===== src/dibd_map.svh =====
// Register offsets, field positions, reset values and timing counts
// for the DAC input bus demultiplexer. Definitions only.
`ifndef DIBD_MAP_SVH
`define DIBD_MAP_SVH

`define DIBD_CTRL_OFFSET 12'h000
`define DIBD_STATUS_OFFSET 12'h004
`define DIBD_SAMPLE_OFFSET 12'h008

`define DIBD_CTRL_INTERLEAVE 0
`define DIBD_CTRL_MARKER 1
`define DIBD_CTRL_DUAL_CLOCK 2
`define DIBD_CTRL_STROBE_SYNC 3
`define DIBD_CTRL_SEL_LO 4
`define DIBD_CTRL_SEL_HI 5
`define DIBD_CTRL_EXT_CLOCK 6
`define DIBD_CTRL_WIDTH 7
`define DIBD_CTRL_RESET 7'h00

`define DIBD_STAGES 4
`define DIBD_WORD_WIDTH 16
`define DIBD_CNT_WIDTH 4

`endif


===== src/dibd_pkg.sv =====
// Types shared by the DAC input bus demultiplexer.
// Used with the constants of dibd_map.svh.
package dibd_pkg;

    typedef enum logic [1:0] {
        DIBD_STEER_A = 2'b01,
        DIBD_STEER_B = 2'b10
    } dibd_steer_t;

    typedef enum logic [1:0] {
        DIBD_INTERP_2X = 2'b00,
        DIBD_INTERP_4X = 2'b01,
        DIBD_INTERP_8X = 2'b10,
        DIBD_INTERP_16X = 2'b11
    } dibd_interp_t;

endpackage : dibd_pkg


===== src/dibd_top.sv =====
// Input-side capture and I/Q demultiplexing for a dual-channel interpolating DAC,
// with filter stage clock enables and the divided input clock.
// Assumes mclk_i is the sample-rate clock and all pins are synchronous to it.
// Behaviour
// (RULE1) Stage n runs at sample clock over 2^n
// (RULE2) Twofold interpolation uses one half-rate stage
// (RULE3) Fourfold uses half and quarter rate stages
// (RULE4) Two-bus mode accepts both buses in parallel
// (RULE5) Interleave bit 0 selects two-bus mode
// (RULE6) Interleaved words arrive on primary bus only
// (RULE7) Interleave bit 1 selects interleaved mode
// (RULE8) Interleaved words alternate into channels A, B
// (RULE9) Marker bit 0: first word after gate is A
// (RULE10) Following words alternate B then A
// (RULE11) Marker bit 1: host drives channel marker
// (RULE12) Marker high routes word to channel B
// (RULE13) Interleaved PLL words at twice first-stage rate
// (RULE14) Interleaved PLL divider is not strobe-synchronised
// (RULE15) Multi-device interleaved alignment should use dual clock
// (RULE16) Dual-clock bit high enables dual-clock operation
// (RULE17) Dual clock: capture on input data clock
// (RULE18) External mode runs directly at sample rate
// (RULE19) Divided clock may take N phases
// (RULE20) Strobe-sync bit makes strobe reset dividers; code resets them only in external mode
// (RULE21) Strobe rising edge restarts divided clock phase
// (RULE22) Two-bus words captured together as one pair
// (RULE23) Steering holds state; gate rise realigns to A
//
// Local design decisions: the APB interface to the registers and the register addresses.
`timescale 1ns/1ps
`include "dibd_map.svh"

module dibd_top (
    // Clock and reset
    input wire logic mclk_i,
    input wire logic sys_rst_i,
    // APB slave
    input wire logic psel_i,
    input wire logic penable_i,
    input wire logic pwrite_i,
    input wire logic [11:0] paddr_i,
    input wire logic [31:0] pwdata_i,
    output logic [31:0] prdata_o,
    output logic pready_o,
    output logic pslverr_o,
    // Sample buses and sideband pins
    input wire logic [`DIBD_WORD_WIDTH-1:0] primary_input_bus_i,
    input wire logic [`DIBD_WORD_WIDTH-1:0] secondary_input_bus_i,
    input wire logic transmit_gate_i,
    input wire logic channel_marker_i,
    input wire logic input_data_clock_i,
    input wire logic phase_strobe_i,
    input wire logic pll_lock_i,
    // Demultiplexed sample path
    output logic [`DIBD_WORD_WIDTH-1:0] chan_a_o,
    output logic [`DIBD_WORD_WIDTH-1:0] chan_b_o,
    output logic pair_valid_o,
    output logic [`DIBD_STAGES-1:0] stage_clk_en_o,
    output logic lock_or_divided_clock_o
);

    logic [`DIBD_CTRL_WIDTH-1:0] ctrl;
    logic [`DIBD_CNT_WIDTH-1:0] div_cnt;
    logic [`DIBD_CNT_WIDTH-1:0] word_mask;
    logic [`DIBD_STAGES-1:0] next_stage_en;
    dibd_pkg::dibd_steer_t steer;
    logic gate_q;
    logic strobe_q;
    logic data_clk_q;
    logic word_tick;
    logic capture;
    logic strobe_rise;
    logic gate_rise;
    logic div_clk;
    logic mode_interleave;
    logic mode_marker;
    logic mode_dual;
    logic mode_sync;
    logic mode_ext;
    logic [1:0] interp_sel;
    logic apb_setup;
    logic apb_write;

    assign mode_interleave = ctrl[`DIBD_CTRL_INTERLEAVE];
    assign mode_marker = ctrl[`DIBD_CTRL_MARKER];
    assign mode_dual = ctrl[`DIBD_CTRL_DUAL_CLOCK];
    assign mode_sync = ctrl[`DIBD_CTRL_STROBE_SYNC];
    assign mode_ext = ctrl[`DIBD_CTRL_EXT_CLOCK];
    assign interp_sel = ctrl[`DIBD_CTRL_SEL_HI:`DIBD_CTRL_SEL_LO];

    // APB: pready rises in the access phase, so every transfer is zero-wait
    assign apb_setup = psel_i && !penable_i;
    assign apb_write = psel_i && penable_i && pready_o && pwrite_i;

    always_ff @(posedge mclk_i or posedge sys_rst_i) begin
        if (sys_rst_i) begin
            pready_o <= 1'b0;
        end else begin
            pready_o <= apb_setup;
        end
    end

    always_ff @(posedge mclk_i or posedge sys_rst_i) begin
        if (sys_rst_i) begin
            prdata_o <= 32'h0000_0000;
            pslverr_o <= 1'b0;
        end else if (apb_setup) begin
            pslverr_o <= 1'b0;
            unique case (paddr_i)
                `DIBD_CTRL_OFFSET: prdata_o <= {25'h000_0000, ctrl};
                `DIBD_STATUS_OFFSET: prdata_o <= {20'h0_0000, div_cnt, 4'h0, strobe_q, gate_q, steer};
                `DIBD_SAMPLE_OFFSET: prdata_o <= {chan_b_o, chan_a_o};
                default: begin
                    prdata_o <= 32'h0000_0000;
                    pslverr_o <= 1'b1;
                end
            endcase
        end
    end

    always_ff @(posedge mclk_i or posedge sys_rst_i) begin
        if (sys_rst_i) begin
            ctrl <= `DIBD_CTRL_RESET;
        end else if (apb_write && paddr_i == `DIBD_CTRL_OFFSET) begin
            ctrl <= pwdata_i[`DIBD_CTRL_WIDTH-1:0];
        end
    end

    // Edge detection of pins; all taken as synchronous to mclk_i
    always_ff @(posedge mclk_i or posedge sys_rst_i) begin
        if (sys_rst_i) begin
            gate_q <= 1'b0;
            strobe_q <= 1'b0;
            data_clk_q <= 1'b0;
        end else begin
            gate_q <= transmit_gate_i;
            strobe_q <= phase_strobe_i;
            data_clk_q <= input_data_clock_i;
        end
    end

    assign gate_rise = transmit_gate_i && !gate_q;
    assign strobe_rise = phase_strobe_i && !strobe_q;

    // Divider for stage enables and the divided input clock.
    // In PLL mode the strobe is ignored, so several devices may differ by one word period.
    always_ff @(posedge mclk_i or posedge sys_rst_i) begin
        if (sys_rst_i) begin
            div_cnt <= 4'h0;
        end else if (mode_sync && mode_ext && strobe_rise) begin // RULE20 RULE21 RULE14
            div_cnt <= 4'h0;
        end else begin
            div_cnt <= div_cnt + 4'h1; // RULE18
        end
    end

    // Word period: N in two-bus mode, N/2 when words are interleaved
    always_comb begin
        word_mask = 4'h0;
        unique case (dibd_pkg::dibd_interp_t'(interp_sel))
            dibd_pkg::DIBD_INTERP_2X: word_mask = mode_interleave ? 4'h0 : 4'h1; // RULE13
            dibd_pkg::DIBD_INTERP_4X: word_mask = mode_interleave ? 4'h1 : 4'h3;
            dibd_pkg::DIBD_INTERP_8X: word_mask = mode_interleave ? 4'h3 : 4'h7;
            dibd_pkg::DIBD_INTERP_16X: word_mask = mode_interleave ? 4'h7 : 4'hF;
        endcase
    end

    // Phase depends on where the free-running divider stands
    assign div_clk = (div_cnt & word_mask) <= (word_mask >> 1); // RULE19
    assign word_tick = mode_dual ? (input_data_clock_i && !data_clk_q) // RULE16 RULE17
                                 : ((div_cnt & word_mask) == 4'h0);

    // Interleave gate mode only takes words while the gate is high
    assign capture = word_tick && (!mode_interleave || mode_marker || transmit_gate_i);

    genvar gi;
    generate
        for (gi = 0; gi < `DIBD_STAGES; gi = gi + 1) begin : g_stage
            // Stage gi+1 active when interpolation is 2^(gi+1) or higher
            assign next_stage_en[gi] = (div_cnt[gi:0] == '0) && (interp_sel >= 2'(gi)); // RULE1 RULE2 RULE3
        end
    endgenerate

    always_ff @(posedge mclk_i or posedge sys_rst_i) begin
        if (sys_rst_i) begin
            stage_clk_en_o <= 4'h0;
            lock_or_divided_clock_o <= 1'b0;
        end else begin
            stage_clk_en_o <= next_stage_en;
            lock_or_divided_clock_o <= mode_ext ? div_clk : pll_lock_i;
        end
    end

    // Channel steering; the state is kept between words
    always_ff @(posedge mclk_i or posedge sys_rst_i) begin
        if (sys_rst_i) begin
            steer <= dibd_pkg::DIBD_STEER_A;
        end else if (!mode_interleave || mode_marker) begin
            steer <= dibd_pkg::DIBD_STEER_A;
        end else if (gate_rise && !capture) begin
            steer <= dibd_pkg::DIBD_STEER_A; // RULE23
        end else if (capture) begin
            unique case (steer)
                dibd_pkg::DIBD_STEER_A: steer <= dibd_pkg::DIBD_STEER_B; // RULE10
                dibd_pkg::DIBD_STEER_B: steer <= gate_rise ? dibd_pkg::DIBD_STEER_B
                                                           : dibd_pkg::DIBD_STEER_A;
            endcase
        end
    end

    always_ff @(posedge mclk_i or posedge sys_rst_i) begin
        if (sys_rst_i) begin
            chan_a_o <= 16'h0000;
            chan_b_o <= 16'h0000;
            pair_valid_o <= 1'b0;
        end else begin
            pair_valid_o <= 1'b0;
            if (capture) begin
                if (!mode_interleave) begin // RULE5
                    chan_a_o <= primary_input_bus_i; // RULE4 RULE22
                    chan_b_o <= secondary_input_bus_i;
                    pair_valid_o <= 1'b1;
                end else if (mode_marker) begin // RULE7
                    if (channel_marker_i) begin // RULE12
                        chan_b_o <= primary_input_bus_i;
                        pair_valid_o <= 1'b1;
                    end else begin
                        chan_a_o <= primary_input_bus_i;
                    end
                end else if (gate_rise || steer == dibd_pkg::DIBD_STEER_A) begin // RULE9 RULE8
                    chan_a_o <= primary_input_bus_i; // RULE6
                end else begin
                    chan_b_o <= primary_input_bus_i;
                    pair_valid_o <= 1'b1;
                end
            end
        end
    end

endmodule : dibd_top


===== config.mk =====
export PLATFORM = sky130hd
export DESIGN_NAME = dibd_top
export DESIGN_NICKNAME = d
export VERILOG_FILES = /design/src/dibd_pkg.sv /design/src/dibd_top.sv
export VERILOG_INCLUDE_DIRS = /design/src
export SDC_FILE = /design/constraint.sdc
export NUM_CORES = 1
export LEC_CHECK = 0
export ABC_AREA = 1
export BUFFER_PORTS_ARGS = -buffer_cell sky130_fd_sc_hd__buf_4
export CELL_PAD_IN_SITES_DETAIL_PLACEMENT = 2
export CELL_PAD_IN_SITES_GLOBAL_PLACEMENT = 2
export CORE_ASPECT_RATIO = 1.1
export CORE_MARGIN = 8
export CORE_UTILIZATION = 31
export DETAILED_ROUTE_END_ITERATION = 8
export PLACE_DENSITY_LB_ADDON = 0.2
export SKIP_CTS_REPAIR_TIMING = 1
export SLEW_MARGIN = 20
export SYNTH_ARGS = -nofsm -noshare
export SYNTH_HDL_FRONTEND = slang
export SYNTH_SLANG_ARGS = --single-unit

===== constraint.sdc =====
create_clock -name mclk_i -period 6.5 [get_ports mclk_i]
set_input_delay 0.325 -clock mclk_i [delete_from_list [all_inputs] [get_ports mclk_i]]
set_output_delay 0.325 -clock mclk_i [all_outputs]
set_load 0.1 [all_outputs]

**After elaboration in Yosys (flattened, before gate mapping)**

Index checks and enable logic that the tools add are counted.

- Word-level logic and storage cells: 96
- Flip-flop bits (word level): 88

- Eq/ne operators: 11
- Add/subtract/negate cells: 1
- Magnitude comparators: 5
- Mux-type cells: 28
- Bitwise operators: 2
- Reduce and logical (&&, ||, !) cells: 35

Operators with widths:

| cell | number |
|---|---|
| two-way mux 16 bit | 8 |
| case mux 32 bit (3 select lines) | 1 |
| logical AND 1 bit | 16 |
| case mux 4 bit (4 select lines) | 1 |
| equality test 12 x 3 -> 1 bit (second input constant) | 1 |
| equality test 12 x 4 -> 1 bit (second input constant) | 1 |
| zero test 12 bit | 1 |
| two-way mux 2 bit | 5 |
| two-way mux 1 bit | 9 |
| inequality test 3 bit (second input constant) | 3 |
| zero test 4 bit | 2 |
| two-way mux 4 bit | 2 |
| equality test 2 bit (second input constant) | 3 |
| zero test 1 bit | 6 |
| AND reduction 3 bit | 2 |
| adder 4 x 1 -> 4 bit (second input constant) | 1 |
| AND 4 bit | 1 |
| equality test 2 x 1 -> 1 bit (second input constant) | 2 |
| greater-or-equal comparator 2 x 1 -> 1 bit (second input constant) | 2 |
| greater-or-equal comparator 2 bit (second input constant) | 2 |
| <= comparator 4 x 3 -> 1 bit | 1 |
| zero test 2 bit | 2 |
| case mux 2 bit (2 select lines) | 1 |
| zero test 3 bit | 1 |
| other kinds (6) | 8 |

**Longest topological paths before layout**

- Depth in word-level cells: 10
- Depth in mapped cells: 11
- Depth with buffers taken out: 11

**Worst setup path after synthesis**

No wires, ideal clock.

- Path kind: reg2reg
- From: register pready_o
- To: register ctrl[1]
- Data required time: 6.379 ns
- Buffers on the path: 1
- Setup slack: 4.790 ns
- Data arrival time: 1.589 ns
- Period minus slack after synthesis: 1.710 ns
- Cell stages (with the launch flop): 7
- Library setup time: 0.121 ns
- Path through: dfrtp_1 > nand2_1 > nor2_1 > nand4_1 > buf_2 > nand2_1 > o21ai_1

- Longest elaborated chain between the ends: 3

Ends and longest elaborated chain:

| what | RTL line | RTL |
|---|---|---|
| from (decl) | dibd_top.sv:44 | `output logic pready_o,` |
| from (signal assigned) | dibd_top.sv:99 | `pready_o <= apb_setup;` |
| logical AND 1 bit (2 in a row) | dibd_top.sv:93 | `assign apb_write = psel_i && penable_i && pready_o && pwrite_i;` |
| logical AND 1 bit (no line) | - |  |
| to (signal assigned) | dibd_top.sv:123 | `` ctrl <= `DIBD_CTRL_RESET; `` |
| to (signal assigned) | dibd_top.sv:125 | `` ctrl <= pwdata_i[`DIBD_CTRL_WIDTH-1:0]; `` |
| to (decl) | dibd_top.sv:62 | `` logic [`DIBD_CTRL_WIDTH-1:0] ctrl; `` |

Every way passes these cells.
A chain may end at the register's enable or synchronous reset.

**Worst setup path in the final report**

- From: register ctrl[0]
- To: register chan_b_o[15]

- Longest elaborated chain between the ends: 7
- Elaborated cells on any way between the ends: 16

Ends and longest elaborated chain:

| what | RTL line | RTL |
|---|---|---|
| two-way mux 1 bit, or another cell as far along | dibd_top.sv:161 | `dibd_pkg::DIBD_INTERP_2X: word_mask = mode_interleave ? 4'h0 : 4'h1;` |
| case mux 4 bit (4 select lines) | dibd_top.sv:160 | `unique case (dibd_pkg::dibd_interp_t'(interp_sel))` |
| AND 4 bit | dibd_top.sv:171 | `: ((div_cnt & word_mask) == 4'h0);` |
| zero test 4 bit | dibd_top.sv:171 |  |
| two-way mux 1 bit | dibd_top.sv:170 | `assign word_tick = mode_dual ? (input_data_clock_i && !data_clk_q)` |
| logical AND 1 bit | dibd_top.sv:174 | `assign capture = word_tick && (!mode_interleave \|\| mode_marker \|\| transmit_gate_i);` |
| AND reduction 3 bit (no line) | - |  |
| to (signal assigned) | dibd_top.sv:221 | `chan_b_o <= secondary_input_bus_i;` |
| to (signal assigned) | dibd_top.sv:225 | `chan_b_o <= primary_input_bus_i;` |
| to (signal assigned) | dibd_top.sv:233 | `chan_b_o <= primary_input_bus_i;` |
| to (decl) | dibd_top.sv:56 | `` output logic [`DIBD_WORD_WIDTH-1:0] chan_b_o, `` |

Several ways; a longest one is shown, not always the timed one.

==> run summary <==
Die height = 138.3 um
# diodes = 0
Max Fclk = 0.4198 GHz
HPWL Detailed = 10840 um
CP Capture Type = flop
DRT iter0 DRCs = 126
Vias in the first global route = 4246
Core area = 13270 sq um
Post-synth EDFFs = 0
Power share of the clock group = 28.8%
Count of cell types in the netlist = 33
Worst-case clock buffer depth = 2
Routed Antenna Nets = 0
Setup_tns = 0 ns
PD cells = 338.4 nW/um^2
Die area = 17590 sq um
Register area = 2203 sq um
Syn_nets = 540
Clock Skews = 0.005151 ns
Routed vias = 3565
Leak = 0.002937 uW
TritonRoute pass-1 iters = 4
Post-synth top cells = nand2_1 (101), dfrtp_1 (87), inv_1 (40)
CP Launch Point = ctrl[0]
Std-Cell Rows = 44
Switch Pwr = 818.1 uW
CTS buffer count = 9
Routed WL = 13790 um
Initial Utilization = 31.77%
Fin. max-slew vios = 0
Final Setup Violations = 0
Crit-path max FO = 33
Hold Violations, Final = 0
CP Launch Type = flop
Final setup margin = 4.118 ns
Grt ovf = 0
Slew headroom = 41.24%
Status = complete, no violations
Synth Flop Type = dfrtp_1
Period utilization = 36.65%
Routed len/inst = 18.03 um
Synth warnings = 0
FFs w/ async S/R, synth = 100.0%
Sequential area share after synthesis = 52.27%
Dpl ws = 4.086 ns
Die X = 127.2 um
Initial antenna violation count = 0
Worst hold path type = in -> async
Port bufs = 132
Clk sink count = 88
# fillers = 1461
Area growth syn-to-layout = 33.90%
DR vias/cell = 4.660
CTS tree = yes
Worst skew pair latency = 0.34 ns
Root buf cell = clkbuf_16
Yosys top cell by area = dfrtp_1
DRC = 0
RSZ-0062 raised after global routing = false
Seq cells post-synth = 88
I/O pin total = 158
Area contributors post-synth = dfrtp_1 (52%), nand2_1 (9.0%), o21ai_2 (6.6%)
Mapped cell area = 4215 sq um
Cell count after synthesis = 450
WHS = 0.004574 ns
Yosys top cell area share = 51.65%
Largest net degree at the start of global routing = 62
WP data arrival = 2.60 ns
Clk pin slew, worst setup/hold paths = 0.06 ns
Setup CP Type = reg -> reg
Sw Ratio = 42.84%
Worst vdd ir = 0.1907 mV
Int Power = 1092 uW
CTS H-Tree Depth = 3
Flop pwr share = 35.2%
Gr usage total = 16.40%
Required time worst endpoint = 6.71 ns
First-pass GRT wire length = 22630 um
Min Tclk post-route = 2.382 ns
Comb pwr share = 36.0%
Post-Syn Area per Cell = 9.367 sq um
Slew @ Worst Pin = 0.8793 ns
Layout cells sized above 1 = 39.59%
Area of the multi-input gates = 1713 sq um
Reg-to-reg startpoint = ctrl[0]
Gpl congestion = 0.7780
Top-count cell post-synth = nand2_1
Max-cap viol count = 0
# nets final = 667
-- state kept, by name, summed over array words and instances (netlist names) --
register and flops:
pslverr_o 1, data_clk_q 1, ctrl 7, gate_q 1
lock_or_divided_clock_o 1, chan_b_o 16, pready_o 1, stage_clk_en_o 4
strobe_q 1, steer 2, prdata_o 32, div_cnt 4
chan_a_o 16, pair_valid_o 1
-- critical path: stages, from the launching register on --
cell,delay [ns]
dfrtp_1,0.44
buf_4,0.35
inv_2,0.13
nand2_2,0.09
nand2_2,0.06
nand2_2,0.07
nand2_1,0.08
o21bai_4,0.25
nand3_4,0.46
nand2_1,0.22
o21ai_2,0.07
-- path summary, 6_finish.rpt --
kind / slack, ns / cells after the start / endpoint
max: 4.12 / 10 / chan_b_o[15]
min: 0.005 / 2 / chan_b_o[13]
max reg2reg: 4.12 / 10 / chan_b_o[15]
min reg2reg: 0.49 / 2 / prdata_o[1]
max in group asynchronous: 5.33 / 3 / prdata_o[3]
min in group mclk_i: 0.09 / 1 / strobe_q
-- routing by layer --
metal  share of wire, %  routed length [um]  global-route usage (%)  up-vias
li1                   -                   -                       -     1700
met4                1.4                 194                   4.639        0
met3                6.9                 947                   6.308       13
met5                  0                   0                       0        -
met1                 40                5488                   17.90     1763
met2                 52                7164                   28.78       89
-- cell type report --
class                   instances  area share (%)
multi-input cells             298           30.35
well taps                     184           4.079
clock buffers                  10           4.057
inverters                      44           2.948
repair buffers                136           18.09
clock inverters                 5           1.441
flip-flops and latches         88           39.04
-- power groups by stage --
| stage | clock [uW] | combinational (uW) | sequential (uW) |
|---|---|---|---|
| after floorplan | 0 | 121 | 1070 |
| after global placement | 0 | 687 | 680 |
| after detailed placement | 0 | 697 | 683 |
| after CTS | 569 | 698 | 674 |
| after global routing | 589 | 716 | 680 |
| final | 550 | 688 | 672 |
-- cells by family (layout without fill, tap and decap cells) --
family,count (synthesis),count (layout),share of synthesized area [%]
flops,88,88,52.27
buf+inv,64,195,7.153
mux,16,16,3.799
fa+ha+maj,4,4,1.187
xor+xnor,1,1,0.2078
compound gates,80,80,12.97
simple gates,197,197,22.41
-- metrics by stage --
step / power (uW) / util (%) / area [sq um] / instances
floorplan: 1194 / - / 4215 / 450
global placement: 1367 / 40.20 / 5334 / 750
detailed placement: 1380 / 40.20 / 5334 / 750
CTS: 1941 / 42.54 / 5644 / 765
global route: 1985 / 42.54 / 5644 / 765
finish: 1910 / 42.54 / 5644 / 765
-- cell usage in the layout (no fill, tap or decap), types with 4 or more instances in the layout --
cell type | synthesis | final
buf_4 | 0 | 136
nand2_1 | 101 | 101
dfrtp_1 | 87 | 87
inv_1 | 40 | 39
o21ai_2 | 32 | 32
nand2_2 | 30 | 30
nand3_1 | 29 | 29
o21ai_1 | 20 | 20
nor2_1 | 20 | 19
mux2i_1 | 16 | 16
o21ai_0 | 15 | 15
clkbuf_16 | 0 | 9
a21oi_1 | 7 | 7
inv_2 | 4 | 4
ha_1 | 4 | 4
Note: power is estimated with default switching activity, not from simulation.
